$ cat src/pkg/fcsd_consts.vh
// constants for the flash command host controller
`ifndef FCSD_CONSTS_VH
`define FCSD_CONSTS_VH

// ==========================================================
// register map (byte offsets on the axi4-lite bus)
`define FCSD_REG_CTRL    8'h00
`define FCSD_REG_ADDR    8'h04
`define FCSD_REG_DATA1   8'h08
`define FCSD_REG_DATA2   8'h0c
`define FCSD_REG_STATUS  8'h10
`define FCSD_REG_RDATA   8'h14

// ==========================================================
// control register fields
`define FCSD_CTL_CODE    7:0
`define FCSD_CTL_WR2     8
`define FCSD_CTL_WR3     9
`define FCSD_CTL_RD      10
`define FCSD_CTL_BYTE    11
`define FCSD_CTL_NOCMD   12
`define FCSD_CTL_WAIT    13
`define FCSD_CTL_W       14
`define FCSD_CTL_RESET   14'h0000
`define FCSD_CTL_INIT    14'h2197

// ==========================================================
// command codes
`define FCSD_OP_READ     8'hff
`define FCSD_OP_IDENT    8'h90
`define FCSD_OP_CSR      8'h70
`define FCSD_OP_XSR      8'h71
`define FCSD_OP_CLEAR    8'h50
`define FCSD_OP_PBREAD   8'h75
`define FCSD_OP_SEQLOAD  8'he0
`define FCSD_OP_FLUSH    8'h0c
`define FCSD_OP_CONFIRM  8'hd0

// ==========================================================
// compatible status layout
`define FCSD_CSR_MASK    8'hf8
`define FCSD_CSR_ERASE   5
`define FCSD_CSR_PROG    4

// ==========================================================
// bus timing
`define FCSD_CLK_NS      25
`define FCSD_SETUP_NS    25
`define FCSD_WE_NS       50
`define FCSD_ACC_NS      70
`define FCSD_BUSY_NS     100
`define FCSD_SYNC_LAT    4
`define FCSD_CYC(ns)     (((ns) + `FCSD_CLK_NS - 1) / `FCSD_CLK_NS)

`define FCSD_RESP_OK     2'b00
`define FCSD_RESP_ERR    2'b10

`endif

$ cat src/hdl/fcsd_sync.v
// three-stage input synchroniser with agreement filter
`timescale 1ns/1ps
module fcsd_sync #(
    parameter W = 1
) (
    input  wire         clk,
    input  wire         resetn,
    input  wire [W-1:0] din,
    output reg  [W-1:0] dout_q
);
    reg [W-1:0] s1_q;
    reg [W-1:0] s2_q;
    reg [W-1:0] s3_q;

    // ==========================================================
    // stage one feeds stage two only
    always @(posedge clk) begin
        if (!resetn) begin
            s1_q   <= {W{1'b0}};
            s2_q   <= {W{1'b0}};
            s3_q   <= {W{1'b0}};
            dout_q <= {W{1'b0}};
        end else begin
            s1_q <= din;
            s2_q <= s1_q;
            s3_q <= s2_q;
            if (s2_q == s3_q) begin
                dout_q <= s3_q;
            end
        end
    end
endmodule // fcsd_sync

$ cat src/hdl/fcsd_host.v
// flash command host: axi4-lite orders in, flash bus cycles out
`timescale 1ns/1ps
`include "fcsd_consts.vh"
module fcsd_host (
    input  wire        clk,
    input  wire        resetn,
    input  wire [7:0]  s_awaddr,
    input  wire        s_awvalid,
    output reg         s_awready,
    input  wire [31:0] s_wdata,
    input  wire [3:0]  s_wstrb,
    input  wire        s_wvalid,
    output reg         s_wready,
    output reg  [1:0]  s_bresp,
    output reg         s_bvalid,
    input  wire        s_bready,
    input  wire [7:0]  s_araddr,
    input  wire        s_arvalid,
    output reg         s_arready,
    output reg  [31:0] s_rdata,
    output reg  [1:0]  s_rresp,
    output reg         s_rvalid,
    input  wire        s_rready,
    output reg  [20:0] flash_addr,
    output reg  [15:0] flash_dq_o,
    output reg         flash_dq_oe,
    input  wire [15:0] flash_dq_i,
    output reg         chip_select_0_n,
    output reg         chip_select_1_n,
    output reg         flash_oe_n,
    output reg         flash_we_n,
    output reg         flash_byte_n,
    input  wire        ready_busy_out
);
    // ==========================================================
    // engine states and timing counts
    localparam [2:0] ST_IDLE   = 3'd0;
    localparam [2:0] ST_SETUP  = 3'd1;
    localparam [2:0] ST_STROBE = 3'd2;
    localparam [2:0] ST_HOLD   = 3'd3;
    localparam [2:0] ST_READ   = 3'd4;
    localparam [2:0] ST_GAP    = 3'd5;
    localparam [2:0] ST_RBWAIT = 3'd6;
    localparam [7:0] SETUP_CYC = `FCSD_CYC(`FCSD_SETUP_NS);
    localparam [7:0] WE_CYC    = `FCSD_CYC(`FCSD_WE_NS);
    localparam [7:0] RD_CYC    = `FCSD_CYC(`FCSD_ACC_NS) + `FCSD_SYNC_LAT;
    localparam [7:0] BUSY_CYC  = `FCSD_CYC(`FCSD_BUSY_NS);

    reg  [`FCSD_CTL_W-1:0] ctrl_q;
    reg  [20:0]            addr_q;
    reg  [15:0]            data1_q;
    reg  [15:0]            data2_q;
    reg  [7:0]             waddr_q;
    reg  [31:0]            wdata_q;
    reg  [3:0]             wstrb_q;
    reg                    start_q;
    reg  [2:0]             st_q;
    reg  [1:0]             ph_q;
    reg  [7:0]             cnt_q;
    reg  [`FCSD_CTL_W-1:0] op_q;
    reg                    init_q;
    reg                    init_run_q;
    reg                    done_q;
    reg  [15:0]            rdata_q;
    reg                    bad_seq_q;
    wire [15:0]            dq_sync;
    wire                   rb_sync;
    wire [7:0]             code;
    wire                   cnt_cmd;
    wire                   hi_first;
    wire                   csr_read;
    reg  [31:0]            wold;
    wire [31:0]            wmerge;
    reg  [2:0]             nxt;
    reg  [15:0]            cyc_data;
    reg  [20:0]            cyc_addr;

    // ==========================================================
    // pin synchronisers
    fcsd_sync #(.W(16)) u_dq_sync (
        .clk    (clk),
        .resetn (resetn),
        .din    (flash_dq_i),
        .dout_q (dq_sync)
    );

    fcsd_sync #(.W(1)) u_rb_sync (
        .clk    (clk),
        .resetn (resetn),
        .din    (ready_busy_out),
        .dout_q (rb_sync)
    );

    // ==========================================================
    // phase sequencing: 0 command, 1 second write, 2 third, 3 read
    function [2:0] next_ph;
        input [1:0]             p;
        input [`FCSD_CTL_W-1:0] c;
        begin
            next_ph = 3'b100;
            if (p == 2'd0 && c[`FCSD_CTL_WR2]) begin
                next_ph = 3'd1;
            end else if (p == 2'd1 && c[`FCSD_CTL_WR3]) begin
                next_ph = 3'd2;
            end else if (p != 2'd3 && c[`FCSD_CTL_RD]) begin
                next_ph = 3'd3;
            end
        end
    endfunction

    function [31:0] merge;
        input [31:0] old;
        input [31:0] nw;
        input [3:0]  strb;
        integer      i;
        begin
            merge = old;
            for (i = 0; i < 4; i = i + 1) begin
                if (strb[i]) begin
                    merge[i*8 +: 8] = nw[i*8 +: 8];
                end
            end
        end
    endfunction

    assign code     = op_q[`FCSD_CTL_CODE];
    // load and flush carry counts: low byte only, high count forced 0
    assign cnt_cmd  = (code == `FCSD_OP_SEQLOAD) || (code == `FCSD_OP_FLUSH);
    assign hi_first = (code == `FCSD_OP_FLUSH) && op_q[`FCSD_CTL_BYTE]
                      && addr_q[0];
    // array, identifier, buffer and extended reads are not masked
    assign csr_read = (code != `FCSD_OP_READ) && (code != `FCSD_OP_IDENT)
                      && (code != `FCSD_OP_PBREAD) && (code != `FCSD_OP_XSR);

    // byte-lane merge of the addressed register, cut to width on store
    always @* begin
        case (waddr_q)
            `FCSD_REG_CTRL:  wold = {18'h0, ctrl_q};
            `FCSD_REG_ADDR:  wold = {11'h0, addr_q};
            `FCSD_REG_DATA1: wold = {16'h0, data1_q};
            `FCSD_REG_DATA2: wold = {16'h0, data2_q};
            default:         wold = 32'h0000_0000;
        endcase
    end
    assign wmerge = merge(wold, wdata_q, wstrb_q);

    always @* begin
        nxt      = next_ph(ph_q, op_q);
        cyc_addr = addr_q;
        cyc_data = {8'h00, code};
        case (ph_q)
            2'd1: begin
                if (init_run_q) begin
                    cyc_data = {8'h00, `FCSD_OP_CONFIRM};
                end else if (cnt_cmd) begin
                    cyc_data = hi_first ? 16'h0000
                                        : {8'h00, data1_q[7:0]};
                end else begin
                    cyc_data = data1_q;
                end
            end
            2'd2: begin
                if (cnt_cmd) begin
                    cyc_data = hi_first ? {8'h00, data1_q[7:0]}
                                        : 16'h0000;
                end else begin
                    cyc_data = data2_q;
                end
            end
            default: begin
                cyc_data = {8'h00, code};
            end
        endcase
    end

    // ==========================================================
    // axi4-lite slave
    always @(posedge clk) begin
        if (!resetn) begin
            s_awready <= 1'b1;
            s_wready  <= 1'b1;
            s_bvalid  <= 1'b0;
            s_bresp   <= `FCSD_RESP_OK;
            s_arready <= 1'b1;
            s_rvalid  <= 1'b0;
            s_rresp   <= `FCSD_RESP_OK;
            s_rdata   <= 32'h0000_0000;
            waddr_q   <= 8'h00;
            wdata_q   <= 32'h0000_0000;
            wstrb_q   <= 4'h0;
            ctrl_q    <= `FCSD_CTL_RESET;
            addr_q    <= 21'h00_0000;
            data1_q   <= 16'h0000;
            data2_q   <= 16'h0000;
            start_q   <= 1'b0;
        end else begin
            start_q <= 1'b0;
            if (s_awvalid && s_awready) begin
                s_awready <= 1'b0;
                waddr_q   <= s_awaddr;
            end
            if (s_wvalid && s_wready) begin
                s_wready <= 1'b0;
                wdata_q  <= s_wdata;
                wstrb_q  <= s_wstrb;
            end
            if (!s_awready && !s_wready && !s_bvalid) begin
                s_bvalid <= 1'b1;
                s_bresp  <= `FCSD_RESP_OK;
                case (waddr_q)
                    `FCSD_REG_CTRL: begin
                        // writes during a running sequence are dropped
                        if (st_q == ST_IDLE && !init_q) begin
                            ctrl_q  <= wmerge[`FCSD_CTL_W-1:0];
                            start_q <= 1'b1;
                        end
                    end
                    `FCSD_REG_ADDR: begin
                        addr_q <= wmerge[20:0];
                    end
                    `FCSD_REG_DATA1: begin
                        data1_q <= wmerge[15:0];
                    end
                    `FCSD_REG_DATA2: begin
                        data2_q <= wmerge[15:0];
                    end
                    `FCSD_REG_STATUS, `FCSD_REG_RDATA: begin
                    end
                    default: begin
                        s_bresp <= `FCSD_RESP_ERR;
                    end
                endcase
            end
            if (s_bvalid && s_bready) begin
                s_bvalid  <= 1'b0;
                s_awready <= 1'b1;
                s_wready  <= 1'b1;
            end
            if (s_arvalid && s_arready) begin
                s_arready <= 1'b0;
                s_rvalid  <= 1'b1;
                s_rresp   <= `FCSD_RESP_OK;
                case (s_araddr)
                    `FCSD_REG_CTRL:   s_rdata <= {18'h0, ctrl_q};
                    `FCSD_REG_ADDR:   s_rdata <= {11'h0, addr_q};
                    `FCSD_REG_DATA1:  s_rdata <= {16'h0, data1_q};
                    `FCSD_REG_DATA2:  s_rdata <= {16'h0, data2_q};
                    `FCSD_REG_STATUS: s_rdata <= {27'h0, done_q, rb_sync,
                                                  bad_seq_q, ~init_q,
                                                  (st_q != ST_IDLE)};
                    `FCSD_REG_RDATA:  s_rdata <= {16'h0, rdata_q};
                    default: begin
                        s_rdata <= 32'h0000_0000;
                        s_rresp <= `FCSD_RESP_ERR;
                    end
                endcase
            end
            if (s_rvalid && s_rready) begin
                s_rvalid  <= 1'b0;
                s_arready <= 1'b1;
            end
        end
    end

    // ==========================================================
    // flash bus cycle engine
    always @(posedge clk) begin
        if (!resetn) begin
            st_q            <= ST_IDLE;
            ph_q            <= 2'd0;
            cnt_q           <= 8'h00;
            op_q            <= `FCSD_CTL_RESET;
            init_q          <= 1'b1;
            init_run_q      <= 1'b0;
            done_q          <= 1'b0;
            rdata_q         <= 16'h0000;
            bad_seq_q       <= 1'b0;
            flash_addr      <= 21'h00_0000;
            flash_dq_o      <= 16'h0000;
            flash_dq_oe     <= 1'b0;
            chip_select_0_n <= 1'b1;
            chip_select_1_n <= 1'b1;
            flash_oe_n      <= 1'b1;
            flash_we_n      <= 1'b1;
            flash_byte_n    <= 1'b1;
        end else begin
            case (st_q)
                ST_IDLE: begin
                    cnt_q <= 8'h00;
                    if (init_q) begin
                        // lock bits read locked until uploaded
                        op_q       <= `FCSD_CTL_INIT;
                        init_run_q <= 1'b1;
                        ph_q       <= 2'd0;
                        st_q       <= ST_SETUP;
                    end else if (start_q) begin
                        op_q   <= ctrl_q;
                        done_q <= 1'b0;
                        flash_byte_n <= ~ctrl_q[`FCSD_CTL_BYTE];
                        if (!ctrl_q[`FCSD_CTL_NOCMD]) begin
                            ph_q <= 2'd0;
                            st_q <= ST_SETUP;
                        end else begin
                            // raw cycles for buffer pairs and reads
                            ph_q <= 2'd1;
                            st_q <= ST_SETUP;
                        end
                    end
                end
                ST_SETUP: begin
                    chip_select_0_n <= 1'b0;
                    chip_select_1_n <= 1'b0;
                    flash_addr      <= cyc_addr;
                    if (ph_q == 2'd3) begin
                        flash_oe_n <= 1'b0;
                        cnt_q      <= 8'h00;
                        st_q       <= ST_READ;
                    end else begin
                        flash_dq_o  <= cyc_data;
                        flash_dq_oe <= 1'b1;
                        cnt_q       <= cnt_q + 8'h01;
                        if (cnt_q + 8'h01 >= SETUP_CYC) begin
                            cnt_q <= 8'h00;
                            st_q  <= ST_STROBE;
                        end
                    end
                end
                ST_STROBE: begin
                    flash_we_n <= 1'b0;
                    cnt_q      <= cnt_q + 8'h01;
                    if (cnt_q + 8'h01 >= WE_CYC) begin
                        st_q <= ST_HOLD;
                    end
                end
                ST_HOLD: begin
                    // rising strobe latches code and address
                    flash_we_n <= 1'b1;
                    cnt_q      <= 8'h00;
                    st_q       <= ST_GAP;
                end
                ST_READ: begin
                    cnt_q <= cnt_q + 8'h01;
                    if (cnt_q + 8'h01 >= RD_CYC) begin
                        if (csr_read) begin
                            rdata_q <= dq_sync
                                       & {8'h00, `FCSD_CSR_MASK};
                            bad_seq_q <= dq_sync[`FCSD_CSR_ERASE]
                                       & dq_sync[`FCSD_CSR_PROG];
                        end else begin
                            rdata_q <= dq_sync;
                        end
                        flash_oe_n <= 1'b1;
                        cnt_q      <= 8'h00;
                        st_q       <= ST_GAP;
                    end
                end
                ST_GAP: begin
                    // chip deselected between cycles and before the busy wait
                    chip_select_0_n <= 1'b1;
                    chip_select_1_n <= 1'b1;
                    flash_dq_oe     <= 1'b0;
                    cnt_q           <= 8'h00;
                    if (!nxt[2] && (nxt[1:0] != 2'd3 ||
                                    !op_q[`FCSD_CTL_WAIT] ||
                                    ph_q == 2'd3)) begin
                        ph_q <= nxt[1:0];
                        st_q <= ST_SETUP;
                    end else if (op_q[`FCSD_CTL_WAIT] && ph_q != 2'd3) begin
                        st_q <= ST_RBWAIT;
                    end else begin
                        done_q     <= 1'b1;
                        init_q     <= 1'b0;
                        init_run_q <= 1'b0;
                        st_q       <= ST_IDLE;
                    end
                end
                ST_RBWAIT: begin
                    // pin may fall late; ignore it for the busy delay
                    if (cnt_q < BUSY_CYC) begin
                        cnt_q <= cnt_q + 8'h01;
                    end else if (rb_sync) begin
                        cnt_q <= 8'h00;
                        if (!nxt[2]) begin
                            ph_q <= nxt[1:0];
                            st_q <= ST_SETUP;
                        end else begin
                            done_q     <= 1'b1;
                            init_q     <= 1'b0;
                            init_run_q <= 1'b0;
                            st_q       <= ST_IDLE;
                        end
                    end
                end
                default: begin
                    st_q <= ST_IDLE;
                end
            endcase
        end
    end
endmodule // fcsd_host

$ cat config.mk
export PLATFORM = sky130hd
export DESIGN_NAME = fcsd_host
export DESIGN_NICKNAME = d
export VERILOG_FILES = /design/src/hdl/fcsd_sync.v /design/src/hdl/fcsd_host.v
export VERILOG_INCLUDE_DIRS = /design/src /design/src/pkg
export SDC_FILE = /design/constraint.sdc
export NUM_CORES = 1
export LEC_CHECK = 0
export ABC_AREA = 0
export CAP_MARGIN = 15
export CORE_ASPECT_RATIO = 1.4
export CORE_MARGIN = 2
export CORE_UTILIZATION = 60
export DETAILED_ROUTE_END_ITERATION = 8
export DONT_BUFFER_PORTS = 1
export PLACE_DENSITY = 0.84
export SETUP_SLACK_MARGIN = 0.5
export SKIP_CTS_REPAIR_TIMING = 1
export SYNTH_ARGS = -nofsm -noshare
export SYNTH_HDL_FRONTEND = slang
export SYNTH_SLANG_ARGS = --single-unit
$ cat constraint.sdc
create_clock -name clk -period 3.7 [get_ports clk]
set_clock_uncertainty 0.1 [all_clocks]
set_input_delay 0.555 -clock clk [delete_from_list [all_inputs] [get_ports clk]]
set_output_delay 0.555 -clock clk [all_outputs]
set_load 0.02 [all_outputs]
==> results of run 1 <==
==> cell type report <==
type | instances | area (µm²) | share of cell area [%]
inverter | 19 | 73.8 | 0.559
tap | 252 | 315 | 2.39
clock buffer | 31 | 699 | 5.30
multi-input combinational | 1016 | 5960 | 45.2
sequential | 284 | 5690 | 43.1
clock inverter | 16 | 328 | 2.48
timing repair buffer | 18 | 135 | 1.02
==> per-layer routing <==
metal / track usage, % / up-vias / part of all wire (%)
met4: 14.6 / 0 / 5.6
met3: 6.19 / 118 / 8.5
met1: 32.8 / 4837 / 38
met5: 0 / - / 0
li1: - / 4943 / -
met2: 47.9 / 480 / 48
==> power breakdown <==
part / switching (µW) / leakage, µW / internal (µW)
logic: 742 / 0.00205 / 395
clock network: 1170 / 0.000503 / 1990
registers: 292 / 0.00231 / 3220
total: 2200 / 0.00487 / 5600
==> logic make-up after synthesis <==
| logic type | synth area share [%] |
|---|---|
| DFF | 46.5 |
| adders and majority gates | 0.921 |
| buffers and inverters | 5.11 |
| other | 0.0307 |
| muxes | 3.36 |
| xor gates and xnor gates | 1.29 |
| AOI/OAI and AO/OA | 21.2 |
| and+or+nand+nor | 21.6 |
==> stage by stage <==
stage | hold slack [ps] | cells
finish | 23.3 | 1636
global route | 21.9 | 1636
CTS | 17.7 | 1636
detailed placement | 317 | 1589
global placement | 315 | 1589
floorplan | 312 | 1435
==> final timing paths <==
kind / startpoint / slack, ps / to / cells after the start
setup / recovery: st_q[0] / 1020 / st_q[2] / 6
hold / removal: s_awvalid / 20 / s_awready / 1
setup reg to reg: st_q[0] / 1020 / st_q[2] / 6
hold reg to reg: u_dq_sync.s1_q[13] / 330 / u_dq_sync.s2_q[13] / 1
==> worst max-delay path, cell delays in order, from the launching register on <==
cell	delay, ps
dfxtp_1	710
or4b_1	890
nor3b_2	290
o22a_2	170
o211a_4	170
nor2_2	60
a311oi_2	210
==> sequential cells by signal, summed over array words and instances, names as in the netlist, 2 cells and up <==
register          count
flash_addr           21
ctrl_q               14
u_dq_sync.dout_q     16
cnt_q                 8
rdata_q              16
wdata_q              21
flash_dq_o           16
next_ph.p             2
st_q                  3
waddr_q               8
data2_q              16
s_rdata              21
wstrb_q               3
next_ph.c            13
u_dq_sync.s2_q       16
u_dq_sync.s1_q       16
addr_q               21
u_dq_sync.s3_q       16
data1_q              16
==> cell usage in the layout (no fill, tap or decap), types with 10 or more instances in the layout <==
| master | n |
|---|---|
| inv_1 | 18 |
| nand3_1 | 75 |
| nor2_1 | 103 |
| o22ai_1 | 13 |
| xor2_1 | 17 |
| and2_1 | 58 |
| o2bb2ai_1 | 10 |
| a221oi_1 | 17 |
| and3_1 | 10 |
| a22oi_1 | 42 |
| a22o_1 | 29 |
| mux2i_1 | 32 |
| or3_1 | 11 |
| conb_1 | 13 |
| o21ai_0 | 98 |
| nor2b_1 | 10 |
| nand2_1 | 184 |
| a222oi_1 | 13 |
| nand4_1 | 11 |
| dfxtp_1 | 284 |
| clkbuf_16 | 26 |
| nor3_1 | 26 |
| a21oi_1 | 116 |
| buf_4 | 18 |
| nor4_1 | 16 |
==> Yosys cell counts, drive strengths merged (6+ instances only) <==
| library cell | instances |
|---|---|
| and2 | 59 |
| mux2 | 8 |
| a21oi | 116 |
| nand2 | 184 |
| a222oi | 13 |
| o21ai | 105 |
| clkbuf | 62 |
| nor3 | 30 |
| ha | 9 |
| a22oi | 42 |
| a31oi | 6 |
| buf | 54 |
| nand4 | 11 |
| o2bb2ai | 10 |
| and3 | 10 |
| mux2i | 32 |
| a221o | 7 |
| nand2b | 10 |
| dfxtp | 284 |
| nor2 | 106 |
| a21o | 9 |
| a221oi | 17 |
| inv | 19 |
| o22ai | 13 |
| xor2 | 17 |
| nand3 | 75 |
| nor2b | 10 |
| nor4 | 18 |
| a22o | 29 |
| or3 | 11 |
==> impl_metrics.csv, run 1 <==
group,metric,value,unit
yosys,ys_ff_latch,284,
route,ant_nets,0,
timing,fin_crit_sh,72.4,%
placement,place_hpwl,22300,µm
yosys,synthArstFlopShare,0,%
yosys,yosysSeqAreaShare,46.5,%
placement,io_buffers,0,
finish,diodes,0,
timing,slew_violations,0,
global_route,grt_usage,28.0,%
timing,setup_tns,0,ps
worst_setup_path,worstPathMaxFanout,22,
clock_network,cts.sinks,284,
timing,rsz0062_at_grt,"no",
route,drc,0,
finish,final_util,66.2,%
worst_setup_path,cp.required,4050,ps
timing,period_needed,2680,ps
finish,fin_area,13200,µm²
placement,pre_cts_slack,1020,ps
route,drtIter0Drc,870,
finish,syn2layout_area_growth,7.98,%
route,vias,10378,
pwr,p_leak,0.00487,µW
yosys,netlist_instances,1423,
worst_setup_path,cp-end-kind,"register",
global_route,first_global_vias,9848,
pwr,ir_worst_vdd,531,µV
route,wire_per_inst,19.1,µm
clock_network,cts_tree,"done",
timing,max_slew_margin,39.5,%
yosys,synth_edf_count,0,
timing,fmax,373,MHz
timing,setup-violations-final,0,
finish,fillers,1633,
clock_network,cts-buffers-inserted,26,
clock_network,clk_pin_slew_worst_paths,70,ps
clock_network,h-tree-depth,1,
route,wl,31300,µm
placement,gp_congestion,0.941,
floorplan,die_x,125,µm
floorplan,io_pins,160,
floorplan,std_cell_rows,61,
floorplan,initial_core_util,61.3,%
yosys,ys.flop_type,"dfxtp_1",
worst_setup_path,cp.arrival,3030,ps
finish,drive_gt1_share,7.23,%
clock_network,ctsLongestPathBuffers,3,
yosys,syn_area_per_cell,8.59,µm²
global_route,grt_pass1_wl,50400,µm
min_path,min_path_type,"in2reg",
run,maxCapViolations,0,
run_status,status,"complete, no violations",
yosys,yosys_warnings,0,
global_route,grt_overflow,0,
pwr,power.density,591,nW/µm²
clock_network,clkLatencyLatePin,540,ps
clock_network,root_buffer,"clkbuf_16",
yosys,syn-cell-area,12200,µm²
timing,worst_pin_slew,908,ps
route,vias_per_cell,6.34,
yosys,yosys.area.top_type,"dfxtp_1",
global_route,grt_max_degree,158,
route,first_pass_iters,7,
pwr,total_power,7800,µW
floorplan,core,19900,µm²
yosys,synth_top_area_share,46.5,%
floorplan,die-area,21500,µm²
yosys,synthDistinctLibCells,75,
worst_setup_path,cp-start-kind,"register",
global_route,antenna_found_initial,0,
yosys,synth.area.top_cells,"dfxtp_1 47%, nand2_1 5.7%, a21oi_1 4.8%",
floorplan,die_h,173,µm
timing,finalHoldViolations,0,
timing,setup_ws,1020,ps
worst_setup_path,path_class,"reg2reg",
placement,placed_area,12200,µm²
finish,nets,1450,
(Power assumes the default switching activity.)
==> run 2: changes to the inputs <==
==> constraint.sdc (replaced) <==
create_clock -name clk -period 2.7 [get_ports clk]
set_clock_uncertainty 0.1 [all_clocks]
set_input_delay 0.405 -clock clk [delete_from_list [all_inputs] [get_ports clk]]
set_output_delay 0.405 -clock clk [all_outputs]
set_load 0.02 [all_outputs]
==> impl_metrics.csv, run 2 (synthesis gave the netlist of run 1 again) <==
group,metric,value,unit
worst_setup_path,path_class,"reg2reg",
timing,finalHoldViolations,2,
route,vias_per_cell,6.35,
finish,final_common_cell,"dfxtp_1",
clock_network,cts_tree,"done",
global_route,grt_overflow,0,
finish,syn2layout_area_growth,16.5,%
route,drtIter0Drc,918,
floorplan,std_cell_rows,61,
run_status,violations,"negative hold slack",
route,vias,11009,
route,wl,34800,µm
floorplan,die_h,173,µm
pwr,ir_worst_vdd,526,µV
placement,io_buffers,0,
floorplan,core,19900,µm²
floorplan,initial_core_util,61.3,%
clock_network,root_buffer,"clkbuf_16",
clock_network,h-tree-depth,1,
global_route,first_global_vias,9989,
run,maxCapViolations,0,
timing,worst_pin_slew,861,ps
timing,fmax,457,MHz
clock_network,cts.sinks,284,
clock_network,clk_pin_slew_worst_paths,70,ps
route,first_pass_iters,8,
global_route,antenna_found_initial,1,
timing,fin_crit_sh,81.0,%
global_route,grt_usage,28.4,%
floorplan,die-area,21500,µm²
global_route,grt_pass1_wl,51000,µm
timing,finalHoldWorstSlack,-21.6,ps
placement,place_hpwl,22800,µm
timing,setup_ws,512,ps
global_route,grt_max_degree,158,
worst_setup_path,worstPathMaxFanout,9,
finish,layout.cells.most_common_list,"279 x dfxtp_1, 184 x nand2_1, 112 x a21oi_1, 102 x nor2_1, 94 x o21ai_0",
placement,dp_cells,1606,
route,wire_per_inst,20.1,µm
finish,nets,1546,
min_path,min_path_type,"in2reg",
floorplan,io_pins,160,
worst_setup_path,cp.required,3010,ps
run_status,status,"finished with violations",
finish,fillers,1487,
clock_network,cts-buffers-inserted,26,
placement,gp_congestion,0.925,
clock_network,clkLatencyLatePin,560,ps
route,drc,0,
pwr,total_power,10800,µW
timing,period_needed,2190,ps
pwr,p_leak,0.00532,µW
timing,setup_tns,0,ps
timing,setup-violations-final,0,
timing,slew_violations,0,
clock_network,ctsLongestPathBuffers,3,
finish,finalNonFillerCells,1735,
worst_setup_path,cp.arrival,2490,ps
worst_setup_path,cp-end-kind,"register",
placement,pre_cts_slack,229,ps
pwr,power.density,756,nW/µm²
finish,drive_gt1_share,10.5,%
route,ant_nets,0,
floorplan,die_x,125,µm
worst_setup_path,cp-start-kind,"register",
timing,max_slew_margin,42.5,%
timing,rsz0062_at_grt,"yes",
run 2: cell count changes in the layout (fill, tap and decap cells not counted), moves of 4 or more:
cell and delta:
a21oi_2 +4, dlygate4sd3_1 +73, a21oi_1 -4, a221oi_2 +6, dfxtp_2 +5, o21ai_1 +4, o21ai_0 -4, dfxtp_1 -5
a221oi_1 -6, buf_4 +19, clkinvlp_4 +4
run 2: layout make-up:
| type | count | area, µm² | share of cell area, % |
|---|---|---|---|
| Multi-Input combinational cell | 1016 | 6100 | 42.9 |
| Sequential cell | 284 | 5690 | 40.0 |
| Timing Repair Buffer | 114 | 1090 | 7.64 |
| Clock buffer | 31 | 699 | 4.91 |
| Tap cell | 252 | 315 | 2.22 |
| Clock inverter | 17 | 260 | 1.83 |
| Inverter | 19 | 73.8 | 0.519 |
| Antenna cell | 2 | 5.00 | 0.0352 |
run 2: critical path, cell delays in order, from the launching register on:
cell      delay, ps
dfxtp_1         360
nor4_1          360
nand4_1         130
a21o_1          310
a22o_1          280
a221oi_2        410
nor4_1          100
run 2: metrics by stage:
stage / area [µm²] / utilization [%]
floorplan: 12300 / -
global placement: 12300 / 61.8
detailed placement: 12300 / 61.8
CTS: 13300 / 66.6
global route: 14200 / 71.4
finish: 14200 / 71.4
run 2: power breakdown:
group	switching [µW]	internal [µW]
Combinational	1120	715
Clock	1660	2440
Sequential	402	4420
run 2: per-layer routing:
metal  part of all wire (%)  global-route usage, %  vias up
met1                     36                   32.6     5125
met2                     49                   49.0      574
li1                       -                      -     5145
met5                      0                      0        -
met3                    8.9                   6.06      165
met4                    6.2                   16.0        0
run 2: final timing paths:
check,from,end,slack (ps),depth (start not counted)
worst max register to register,next_ph.c[0],flash_dq_o[7],510,6
worst max-delay path,next_ph.c[0],flash_dq_o[7],510,6
worst min-delay path,s_arvalid,s_rresp[1],-20,2
worst min register to register,u_dq_sync.s1_q[4],u_dq_sync.s2_q[4],330,1
